**src/shared/irq_flags_pkg.sv**
```systemverilog
// package for the peripheral and external-pin interrupt flag block
// assumes an apb slave with 32-bit data and one aligned word per register
package irq_flags_pkg;

    // ****************************************
    // register map
    // ****************************************
    localparam logic [7:0] ext_ctrl_off    = 8'h00;  // ext_irq_ctrl_three
    localparam logic [7:0] periph_flag_off = 8'h04;  // periph_irq_flags_one
    localparam logic [7:0] global_ctrl_off = 8'h08;  // global enables, capcmp mode
    localparam logic [7:0] req_stat_off    = 8'h0c;  // request outputs (read only)

    // ext_irq_ctrl_three fields
    localparam int pin_two_priority_bit = 7;
    localparam int pin_one_priority_bit = 6;
    localparam int pin_two_enable_bit   = 4;
    localparam int pin_one_enable_bit   = 3;
    localparam int pin_two_flag_bit     = 1;
    localparam int pin_one_flag_bit     = 0;
    localparam logic [7:0] ext_ctrl_rst = 8'hc0;
    localparam logic [7:0] ext_ctrl_wmask = 8'hdb;

    // periph_irq_flags_one fields
    localparam int conv_done_bit    = 6;
    localparam int rx_full_bit      = 5;
    localparam int tx_empty_bit     = 4;
    localparam int capcmp_bit       = 2;
    localparam int period_match_bit = 1;
    localparam int overflow_bit     = 0;
    localparam logic [7:0] periph_flag_rst   = 8'h00;
    localparam logic [7:0] periph_flag_wmask = 8'h47;

    // global control fields
    localparam int global_irq_enable_bit   = 0;
    localparam int periph_group_enable_bit = 1;
    localparam int priority_levels_on_bit  = 2;
    localparam int capcmp_mode_lsb         = 4;
    localparam logic [7:0] global_ctrl_rst = 8'h00;

    // capture/compare unit modes
    typedef enum logic [1:0] {cc_off, cc_capture, cc_compare, cc_pwm} capcmp_mode_e;

    // ****************************************
    // carriers
    // ****************************************
    typedef struct packed {
        logic        conv_done;     // conversion complete pulse
        logic        rx_full;       // receive buffer holds data (level)
        logic        tx_empty;      // transmit buffer empty (level)
        logic        capture;       // capture event pulse
        logic        compare;       // compare match pulse
        logic        period_match;  // timer_b_count equals timer_b_period pulse
        logic        overflow;      // timer_a_count overflow pulse
    } periph_ev_s;

    typedef struct packed {
        logic irq_high;   // high priority (or only) request
        logic irq_low;    // low priority request
    } irq_req_s;

endpackage

```
**src/rtl/edge_pick.sv**
```systemverilog
`timescale 1ns/1ps
// edge detector for one external interrupt pin, edge chosen by a select
// assumes the pin is already synchronous to core_clk
module edge_pick
(
    // clock and reset
    input  wire logic core_clk,
    input  wire logic rst,
    // pin and select
    input  wire logic pin,
    input  wire logic rising,
    // detected edge
    output logic      hit
);

    // ****************************************
    // state
    // ****************************************
    typedef struct packed {
        logic prev;
        logic primed;
        logic hit;
    } edge_st_s;

    edge_st_s st_r;
    edge_st_s st_nxt;

    // next state: compare with last sample
    always_comb
    begin
        st_nxt      = st_r;
        st_nxt.prev   = pin;
        st_nxt.primed = 1'b1;
        st_nxt.hit    = st_r.primed & (rising ? (pin & ~st_r.prev) : (~pin & st_r.prev));
    end

    // register; no edge until one real sample is held, so a pin high at release is quiet
    always_ff @(posedge core_clk)
    begin
        if (rst)
            st_r <= '0;
        else
            st_r <= st_nxt;
    end

    assign hit = st_r.hit;

endmodule

```
**src/rtl/irq_flags.sv**
```systemverilog
// The implementer's own choices: register access over APB and the register addresses.
`timescale 1ns/1ps
// interrupt flag block: external pins one and two, first peripheral flag bank
// assumes apb master on core_clk, event inputs synchronous, one-cycle pulses except the rx_full and tx_empty levels
// Functional notes
// - flags set on event regardless of enables
// - conversion done sets bit 6, software clears
// - bit 5 read-only, follows receive buffer
// - bit 4 read-only, follows transmit buffer
// - capture mode: capture sets bit 2
// - compare mode: match sets bit 2; pwm unused
// - period match sets bit 1, software clears
// - timer overflow sets bit 0, software clears
// - bits 7 and 3 read zero
// - no priority: peripheral needs group enable
module irq_flags
(
    // clock and reset
    input  wire logic                       core_clk,
    input  wire logic                       rst,
    // apb slave
    input  wire logic                       psel,
    input  wire logic                       penable,
    input  wire logic                       pwrite,
    input  wire logic [7:0]                 paddr,
    input  wire logic [31:0]                pwdata,
    output logic      [31:0]                prdata,
    output logic                            pready,
    output logic                            pslverr,
    // event sources
    input  wire irq_flags_pkg::periph_ev_s  periph_ev,
    input  wire logic                       ext_pin_one,
    input  wire logic                       ext_pin_two,
    input  wire logic                       pin_one_rising,
    input  wire logic                       pin_two_rising,
    // peripheral enables (held in a neighbouring register)
    input  wire logic [7:0]                 periph_enables,
    input  wire logic [7:0]                 periph_priority,
    // requests to core
    output irq_flags_pkg::irq_req_s         irq_req
);

    // ****************************************
    // state
    // ****************************************
    typedef struct packed {
        logic [7:0]               ext_ctrl;
        logic [7:0]               pflags;
        logic [7:0]               gctrl;
        logic [31:0]              rdata;
        irq_flags_pkg::irq_req_s  req;
    } irq_st_s;

    irq_st_s st_r;
    irq_st_s st_nxt;

    logic pin_one_hit;
    logic pin_two_hit;
    logic wr_acc;
    logic rd_setup;
    logic hit_map;
    logic cc_event;
    irq_flags_pkg::capcmp_mode_e cc_mode;
    logic [7:0] pflag_view;
    logic [7:0] active;
    logic       ext_one_act;
    logic       ext_two_act;

    // ****************************************
    // address decode
    // ****************************************
    function automatic logic mapped(input logic [7:0] a);
        mapped = (a == irq_flags_pkg::ext_ctrl_off) || (a == irq_flags_pkg::periph_flag_off)
              || (a == irq_flags_pkg::global_ctrl_off) || (a == irq_flags_pkg::req_stat_off);
    endfunction

    // software write of a flag word: writable bits take data, set event wins
    function automatic logic [7:0] sw_merge(input logic [7:0] cur, input logic [7:0] wd,
                                            input logic [7:0] wmask, input logic [7:0] sets);
        sw_merge = ((cur & ~wmask) | (wd & wmask)) | sets;
    endfunction

    // zero-wait slave: the access phase completes in its first cycle
    assign hit_map = mapped(paddr);
    assign wr_acc  = psel & penable & pwrite;
    // read word is loaded in the setup cycle so it stands through the access phase
    assign rd_setup = psel & ~penable & ~pwrite;
    assign pready  = 1'b1;
    assign pslverr = psel & penable & ~hit_map;
    assign prdata  = st_r.rdata;

    // ****************************************
    // event detection
    // ****************************************
    edge_pick u_pin_one
    (
        .core_clk (core_clk),
        .rst      (rst),
        .pin      (ext_pin_one),
        .rising   (pin_one_rising),
        .hit      (pin_one_hit)
    );

    edge_pick u_pin_two
    (
        .core_clk (core_clk),
        .rst      (rst),
        .pin      (ext_pin_two),
        .rising   (pin_two_rising),
        .hit      (pin_two_hit)
    );

    // capcmp source depends on the unit's mode; pwm leaves the flag alone
    assign cc_mode  = irq_flags_pkg::capcmp_mode_e'(
                      st_r.gctrl[irq_flags_pkg::capcmp_mode_lsb +: 2]);
    always_comb
    begin
        case (cc_mode)
            irq_flags_pkg::cc_capture: cc_event = periph_ev.capture;
            irq_flags_pkg::cc_compare: cc_event = periph_ev.compare;
            irq_flags_pkg::cc_pwm:     cc_event = 1'b0;
            default:                   cc_event = 1'b0;
        endcase
    end

    // read-only buffer status bits are live views, not stored
    always_comb
    begin
        pflag_view = st_r.pflags;
        pflag_view[irq_flags_pkg::rx_full_bit]  = periph_ev.rx_full;
        pflag_view[irq_flags_pkg::tx_empty_bit] = periph_ev.tx_empty;
        pflag_view[7] = 1'b0;
        pflag_view[3] = 1'b0;
    end

    // ****************************************
    // request gating
    // ****************************************
    assign active = pflag_view & periph_enables;
    assign ext_one_act = st_r.ext_ctrl[irq_flags_pkg::pin_one_flag_bit]
                       & st_r.ext_ctrl[irq_flags_pkg::pin_one_enable_bit];
    assign ext_two_act = st_r.ext_ctrl[irq_flags_pkg::pin_two_flag_bit]
                       & st_r.ext_ctrl[irq_flags_pkg::pin_two_enable_bit];

    // ****************************************
    // next state
    // ****************************************
    always_comb
    begin
        logic [7:0] psets;
        logic [7:0] esets;
        logic       global_irq_enable;
        logic       periph_group_enable;
        logic       priority_levels_on;
        logic       ext_hi;
        logic       ext_lo;
        logic       per_hi;
        logic       per_lo;
        psets  = 8'h00;
        esets  = 8'h00;
        {global_irq_enable, periph_group_enable, priority_levels_on, ext_hi, ext_lo, per_hi, per_lo} = 7'h00;
        st_nxt = st_r;

        // hardware sets, independent of every enable
        psets[irq_flags_pkg::conv_done_bit]    = periph_ev.conv_done;
        psets[irq_flags_pkg::capcmp_bit]       = cc_event;
        psets[irq_flags_pkg::period_match_bit] = periph_ev.period_match;
        psets[irq_flags_pkg::overflow_bit]     = periph_ev.overflow;
        esets[irq_flags_pkg::pin_one_flag_bit] = pin_one_hit;
        esets[irq_flags_pkg::pin_two_flag_bit] = pin_two_hit;

        st_nxt.pflags = st_r.pflags | psets;
        st_nxt.ext_ctrl = st_r.ext_ctrl | esets;

        // register writes; set in the same cycle still wins
        if (wr_acc)
        begin
            case (paddr)
                irq_flags_pkg::ext_ctrl_off:
                    st_nxt.ext_ctrl = sw_merge(st_r.ext_ctrl, pwdata[7:0],
                                               irq_flags_pkg::ext_ctrl_wmask, esets);
                irq_flags_pkg::periph_flag_off:
                    st_nxt.pflags = sw_merge(st_r.pflags, pwdata[7:0],
                                             irq_flags_pkg::periph_flag_wmask, psets);
                irq_flags_pkg::global_ctrl_off:
                    st_nxt.gctrl = {2'b00, pwdata[5:4], 1'b0, pwdata[2:0]};
                default:
                    st_nxt.gctrl = st_r.gctrl;
            endcase
        end

        // read data registered at the setup edge, valid while pready is high
        if (rd_setup)
        begin
            case (paddr)
                irq_flags_pkg::ext_ctrl_off:    st_nxt.rdata = {24'h000000, st_r.ext_ctrl};
                irq_flags_pkg::periph_flag_off: st_nxt.rdata = {24'h000000, pflag_view};
                irq_flags_pkg::global_ctrl_off: st_nxt.rdata = {24'h000000, st_r.gctrl};
                irq_flags_pkg::req_stat_off:    st_nxt.rdata = {30'h0, st_r.req};
                default:                        st_nxt.rdata = 32'h00000000;
            endcase
        end

        // request outputs
        global_irq_enable  = st_r.gctrl[irq_flags_pkg::global_irq_enable_bit];
        periph_group_enable = st_r.gctrl[irq_flags_pkg::periph_group_enable_bit];
        priority_levels_on = st_r.gctrl[irq_flags_pkg::priority_levels_on_bit];
        ext_hi = (ext_one_act & st_r.ext_ctrl[irq_flags_pkg::pin_one_priority_bit])
               | (ext_two_act & st_r.ext_ctrl[irq_flags_pkg::pin_two_priority_bit]);
        ext_lo = (ext_one_act & ~st_r.ext_ctrl[irq_flags_pkg::pin_one_priority_bit])
               | (ext_two_act & ~st_r.ext_ctrl[irq_flags_pkg::pin_two_priority_bit]);
        per_hi = |(active & periph_priority);
        per_lo = |(active & ~periph_priority);
        if (priority_levels_on)
        begin
            // two levels: bit 0 enables high and low, bit 1 also needed for low
            st_nxt.req.irq_high = global_irq_enable & (ext_hi | per_hi);
            st_nxt.req.irq_low  = global_irq_enable & periph_group_enable & (ext_lo | per_lo);
        end
        else
        begin
            // single level: peripherals also need the group enable
            st_nxt.req.irq_high = global_irq_enable & ((ext_hi | ext_lo) | (periph_group_enable & (|active)));
            st_nxt.req.irq_low  = 1'b0;
        end
    end

    // ****************************************
    // state register
    // ****************************************
    always_ff @(posedge core_clk)
    begin
        if (rst)
        begin
            st_r.ext_ctrl <= irq_flags_pkg::ext_ctrl_rst;
            st_r.pflags   <= irq_flags_pkg::periph_flag_rst;
            st_r.gctrl    <= irq_flags_pkg::global_ctrl_rst;
            st_r.rdata    <= 32'h00000000;
            st_r.req      <= '0;
        end
        else
            st_r <= st_nxt;
    end

    assign irq_req = st_r.req;
endmodule

```
**config.mk**
```make
export PLATFORM = sky130hd
export DESIGN_NAME = irq_flags
export DESIGN_NICKNAME = d
export VERILOG_FILES = /design/src/shared/irq_flags_pkg.sv /design/src/rtl/edge_pick.sv /design/src/rtl/irq_flags.sv
export SDC_FILE = /design/constraint.sdc
export NUM_CORES = 1
export LEC_CHECK = 0
export BUFFER_PORTS_ARGS = -buffer_cell sky130_fd_sc_hd__buf_2
export CORE_MARGIN = 5
export CORE_UTILIZATION = 25
export DETAILED_ROUTE_END_ITERATION = 16
export PLACE_DENSITY = 0.58
export SLEW_MARGIN = 20
export SYNTH_ARGS = -nofsm -noshare
export SYNTH_HDL_FRONTEND = slang
export SYNTH_HIERARCHICAL = 1
export SYNTH_SLANG_ARGS = --single-unit
```
**constraint.sdc**
```tcl
create_clock -name core_clk -period 3.74 [get_ports core_clk]
set_input_delay 0.561 -clock core_clk [delete_from_list [all_inputs] [get_ports core_clk]]
set_output_delay 0.561 -clock core_clk [all_outputs]
set_load 0.02 [all_outputs]
```
[Word level (Yosys, flattened, before mapping)]
Cells that the tools add are included.
Operators by class
  bitwise logic cells: 48
  mux-type cells: 11
  reduce and logical (&&, ||, !) cells: 9
  eq/ne operators: 5
Operators by type and width (count)
  $pmux 8 s4: 1
  $mux 24: 1
  $or 8x7->8: 3
  $reduce_or 8->1: 3
  $and 1x1->1: 22
  $and 8x8->8: 2
  $eq 8x4->1 const B: 2
  $mux 8: 2
  $or 8x2->8: 2
  $not 1->1: 10
  $and 7x8->8: 1
  $eq 8x3->1 const B: 1
  $logic_not 8->1: 1
  $not 8->8: 1
  $or 6x8->8: 1
  $mux 2: 3
  $mux 6: 1
  $or 1x1->1: 6
  $logic_or 1x1->1: 3
  $eq 2x1->1 const B: 1
  $eq 2x2->1 const B: 1
  $mux 1: 2
  $pmux 1 s2: 1
  $reduce_and 2->1: 1
  $reduce_or 2->1: 1
Storage, ports and cells
  register bits after elaboration: 61
  word-level logic and storage cells: 85
  input port bits: 72
  output and inout bits: 36

[Depth between registers and ports, before layout]
  word-level depth: 7
  depth in mapped cells: 6
  mapped depth without buffers: 6

[By module]
The synthesis kept the hierarchy.
Modules (own cells, without submodules)
  irq_flags: sequential area each 500.5 um2, cells each 194, area each 1571.5 um2, instances 1
  edge_pick: sequential area each 60.1 um2, cells each 8, area each 96.3 um2, instances 2

[Least setup slack after synthesis]
Ideal clock, no wire load.
  path type: input -> output
  start: input port paddr[5]
  end: output port pslverr
  data required time: 3.179 ns
  buffers on the path: 0
  stages: 3
  slack: 1.959 ns
  arrival: 1.220 ns
  cell sequence: nor4_4 -> nand2_1 -> and3_1
Between the ends
  word-level cells in the longest chain between the ends: 6
  elaborated cells on any way between the ends: 9
  classes of those cells: eq/ne: 3; bitwise: 2; reduce/logical: 4
Ends and longest elaborated chain
  from (decl): RTL line irq_flags.sv:25  | input wire logic [7:0] paddr,
  $eq 8x3->1 / $logic_not 8->1 (equally long branches): RTL line irq_flags.sv:73  | mapped = (a == irq_flags_pkg::ext_ctrl_off) || (a == irq_flags_pkg::periph_flag_off)
  $logic_or 1x1->1: RTL line irq_flags.sv:73
  $logic_or 1x1->1: RTL line irq_flags.sv:74  | || (a == irq_flags_pkg::global_ctrl_off) || (a == irq_flags_pkg::req_stat_off);
  $logic_or 1x1->1 (*): RTL line irq_flags.sv:74
  $not 1->1 (*): RTL line irq_flags.sv:89  | assign pslverr = psel & penable & ~hit_map;
  $and 1x1->1 (*): RTL line irq_flags.sv:89
  to (decl): RTL line irq_flags.sv:29  | output logic pslverr,
Mark *: on every way between the ends. The rest lies on a longest branch, timed or not.

[Final worst setup path]
Same ends and word-level chain as after synthesis.

==> impl_metrics.toml <==
[status]
status = "finished clean"

[clock_tree]
cts.path.max_buffers = 2
clkSinkCount = 31
post_cts_buffers = 0
cts_resized = 0
clkLatencyLatePin_ns = 0.28
path_clk_slew_ns = 0.07
cts-root-buf = "clkbuf_8"
cts_made_buffers = 5
cts-hold-fix-buffers = 0
htree_levels = 2
cts_tree = "done"

[routing]
via_per_inst = 4.36
routed_wl_mm = 4.46
drt-initial-drc-count = 88
first_pass_iters = 4
drc = 0
vias = 1516
wl_per_cell_um = 12.8
drtAntennaViolNets = 0

[power_and_ir_drop]
max-vdd-ir-drop_uv = 234
leakagePower_nw = 0.943
pwr_density_cell_nw_per_um2 = 354
p_total_mw = 0.724

[worst_setup_path]
crit_fanout = 5
crit_arrival_ns = 1.53
crit_family = "simple AND/OR/NAND/NOR gates"
path_class = "primary input to output port"
critical_path_buf_inv_count = 2
critical_path.startpoint_type = "primary input"
cpMaxStageDelayCell = "nor4_4"
cp_data_required_time_ns = 3.18
cp_cell_sequence = "buf_2 > nor4_4 > nand2_1 > and3_1 > buf_2"
crit_path_max_incr_delay_ns = 0.36
cpMostUsedCell = "buf_2"
crit_path_end_kind = "output port"

[timing]
rsz0062_at_grt = "no"
fmaxAchievable_mhz = 479
relSlewSlack_pct = 65.2
hold_viol = 0
worstMarginPinSlew_ns = 0.522
fin_skew_ns = 0.00884
tns_ns = 0
worst_slack_ns = 1.65
finalSetupViolCount = 0
fin_crit_ns = 2.09
slew_viol_final = 0
timing.final.crit_share_pct = 55.8

[floorplan]
core_area_um2 = 6830
initial_utilization_pct = 25.8
die_w_um = 94.0
die-area_um2 = 8840
die_y_um = 94.0
rows = 30
io_pins = 108

[final_layout]
n_antenna_cell = 0
fin_nets = 325
fillers = 756
drive_above_1_share_pct = 25.8
area_delta_synth_final_pct = 16.1

[hold_path]
hold_class = "flop to flop"

[synth]
seq_area_frac_synth_pct = 35.2
yosysTopAreaCell = "dfxtp_1"
syn_area_per_cell_um2 = 8.40
netlist_instances = 210
synth_edf_count = 0
yosys_warnings = 6
ys.flop_type = "dfxtp_1"
synth_cell_types = 34
yosys-top-cells-count = "35 x buf_4, 31 x dfxtp_1, 25 x nand2_1, 15 x a21oi_1"
yosysTopAreaCellShare_pct = 35.2
ys_ff_latch = 31
yosysMostFrequentCell = "buf_4"
yosys-top-cells-area = "dfxtp_1 35%, buf_4 15%, nand2_1 5.3%, mux2i_1 5.1%, a21oi_1 4.3%"
syn_area_um2 = 1760
synthArstFlopShare_pct = 0

[grt]
antenna_found_initial = 0
grt_pass1_wl_mm = 7.09
grt_pass1_vias = 1478
grt_use_total_pct = 10.3
grt_max_degree = 30
grt-ovfl-total = 0

[place]
globalplace.congestion = 0.850
place_ws_ns = 1.63
dpl.hpwl_mm = 3.58
place.port_buffers = 54

[flow_run]
maxCapViolations = 0
==> layout by cell type (no fill, tap or decap), types with 3 or more instances in the layout <==
| cell | count |
|---|---|
| a22oi_1 | 3 |
| nor2_1 | 14 |
| mux2i_1 | 9 |
| nor2b_1 | 4 |
| nand4_1 | 7 |
| a21oi_1 | 15 |
| dfxtp_1 | 31 |
| nand2_1 | 25 |
| clkbuf_8 | 7 |
| conb_1 | 25 |
| o22ai_1 | 4 |
| inv_1 | 6 |
| buf_2 | 54 |
| nand3_1 | 14 |
| a41oi_1 | 6 |
==> where the power goes <==
part / leakage (nW) / internal [mW] / switching (mW) / total (mW)
Combinational: 0.640 / 0.0319 / 0.0602 / 0.0920
Sequential: 0.252 / 0.336 / 0.00522 / 0.342
Clock: 0.0505 / 0.167 / 0.123 / 0.291
==> area by class of cell <==
class                   instances  area, µm²  area share [%]
clock buffers                   7       96.3            4.70
clock inverters                 1       7.51           0.367
inverters                       6       22.5            1.10
multi-input cells             153        911            44.5
flip-flops and latches         31        621            30.3
well taps                      96        120            5.86
repair buffers                 54        270            13.2
==> metrics by stage <==
step / cells / utilization, % / cell area [µm²] / hold WS (ns)
2_1_floorplan: 233 / - / 1850 / 0.430
3_3_place_gp: 340 / 28.5 / 1940 / 0.438
3_5_place_dp: 340 / 28.5 / 1940 / 0.442
4_1_cts: 348 / 30.0 / 2050 / 0.450
5_1_grt: 348 / 30.0 / 2050 / 0.478
6_report: 348 / 30.0 / 2050 / 0.449
==> state kept, by name, indices dropped and copies added (netlist names) <==
signal          count
pflag_view          4
u_pin_two/st_r      2
u_pin_two/hit       1
prdata              8
st_r                9
irq_req             2
u_pin_one/st_r      2
cc_mode             2
u_pin_one/hit       1
==> worst reg2reg max path, delay by kind of cell, from the launching register on <==
| kind | cells | cell delay, ns |
|---|---|---|
| compound gates | 3 | 0.42 |
| fa+ha+maj | 1 | 0.19 |
| buf+inv | 1 | 0.06 |
| flops | 1 | 0.39 |
| simple gates | 1 | 0.06 |
==> per-layer routing <==
layer  vias to the layer above  track usage, %  routed length, µm
met5                         -               0                  0
met4                         0            3.25                 48
met3                         6            2.96                339
met2                        62            17.6               2180
met1                       682            12.3               1890
li1                        766               -                  -
==> logic make-up (layout without fill, tap and decap cells) <==
kind of cell	count (synthesis)	in the layout	share of synthesized area, %
buffers and inverters	49	68	18.1
AOI/OAI and AO/OA	35	35	13.5
DFF	31	31	35.2
other	2	25	0.426
adders and majority gates	2	2	1.42
muxes	11	11	7.66
and+or+nand+nor	80	80	23.7
==> final timing paths <==
| kind | start | endpoint | slack (ns) | cells past startpoint |
|---|---|---|---|---|
| worst max-delay path | paddr[5] | pslverr | 1.65 | 5 |
| worst min-delay path | prdata[4] | prdata[4] | 0.45 | 2 |
| worst max register to register | cc_mode[0] | pflag_view[2] | 2.49 | 6 |
| worst min register to register | prdata[4] | prdata[4] | 0.45 | 2 |
No activity file was read; power rests on OpenSTA's default activity.
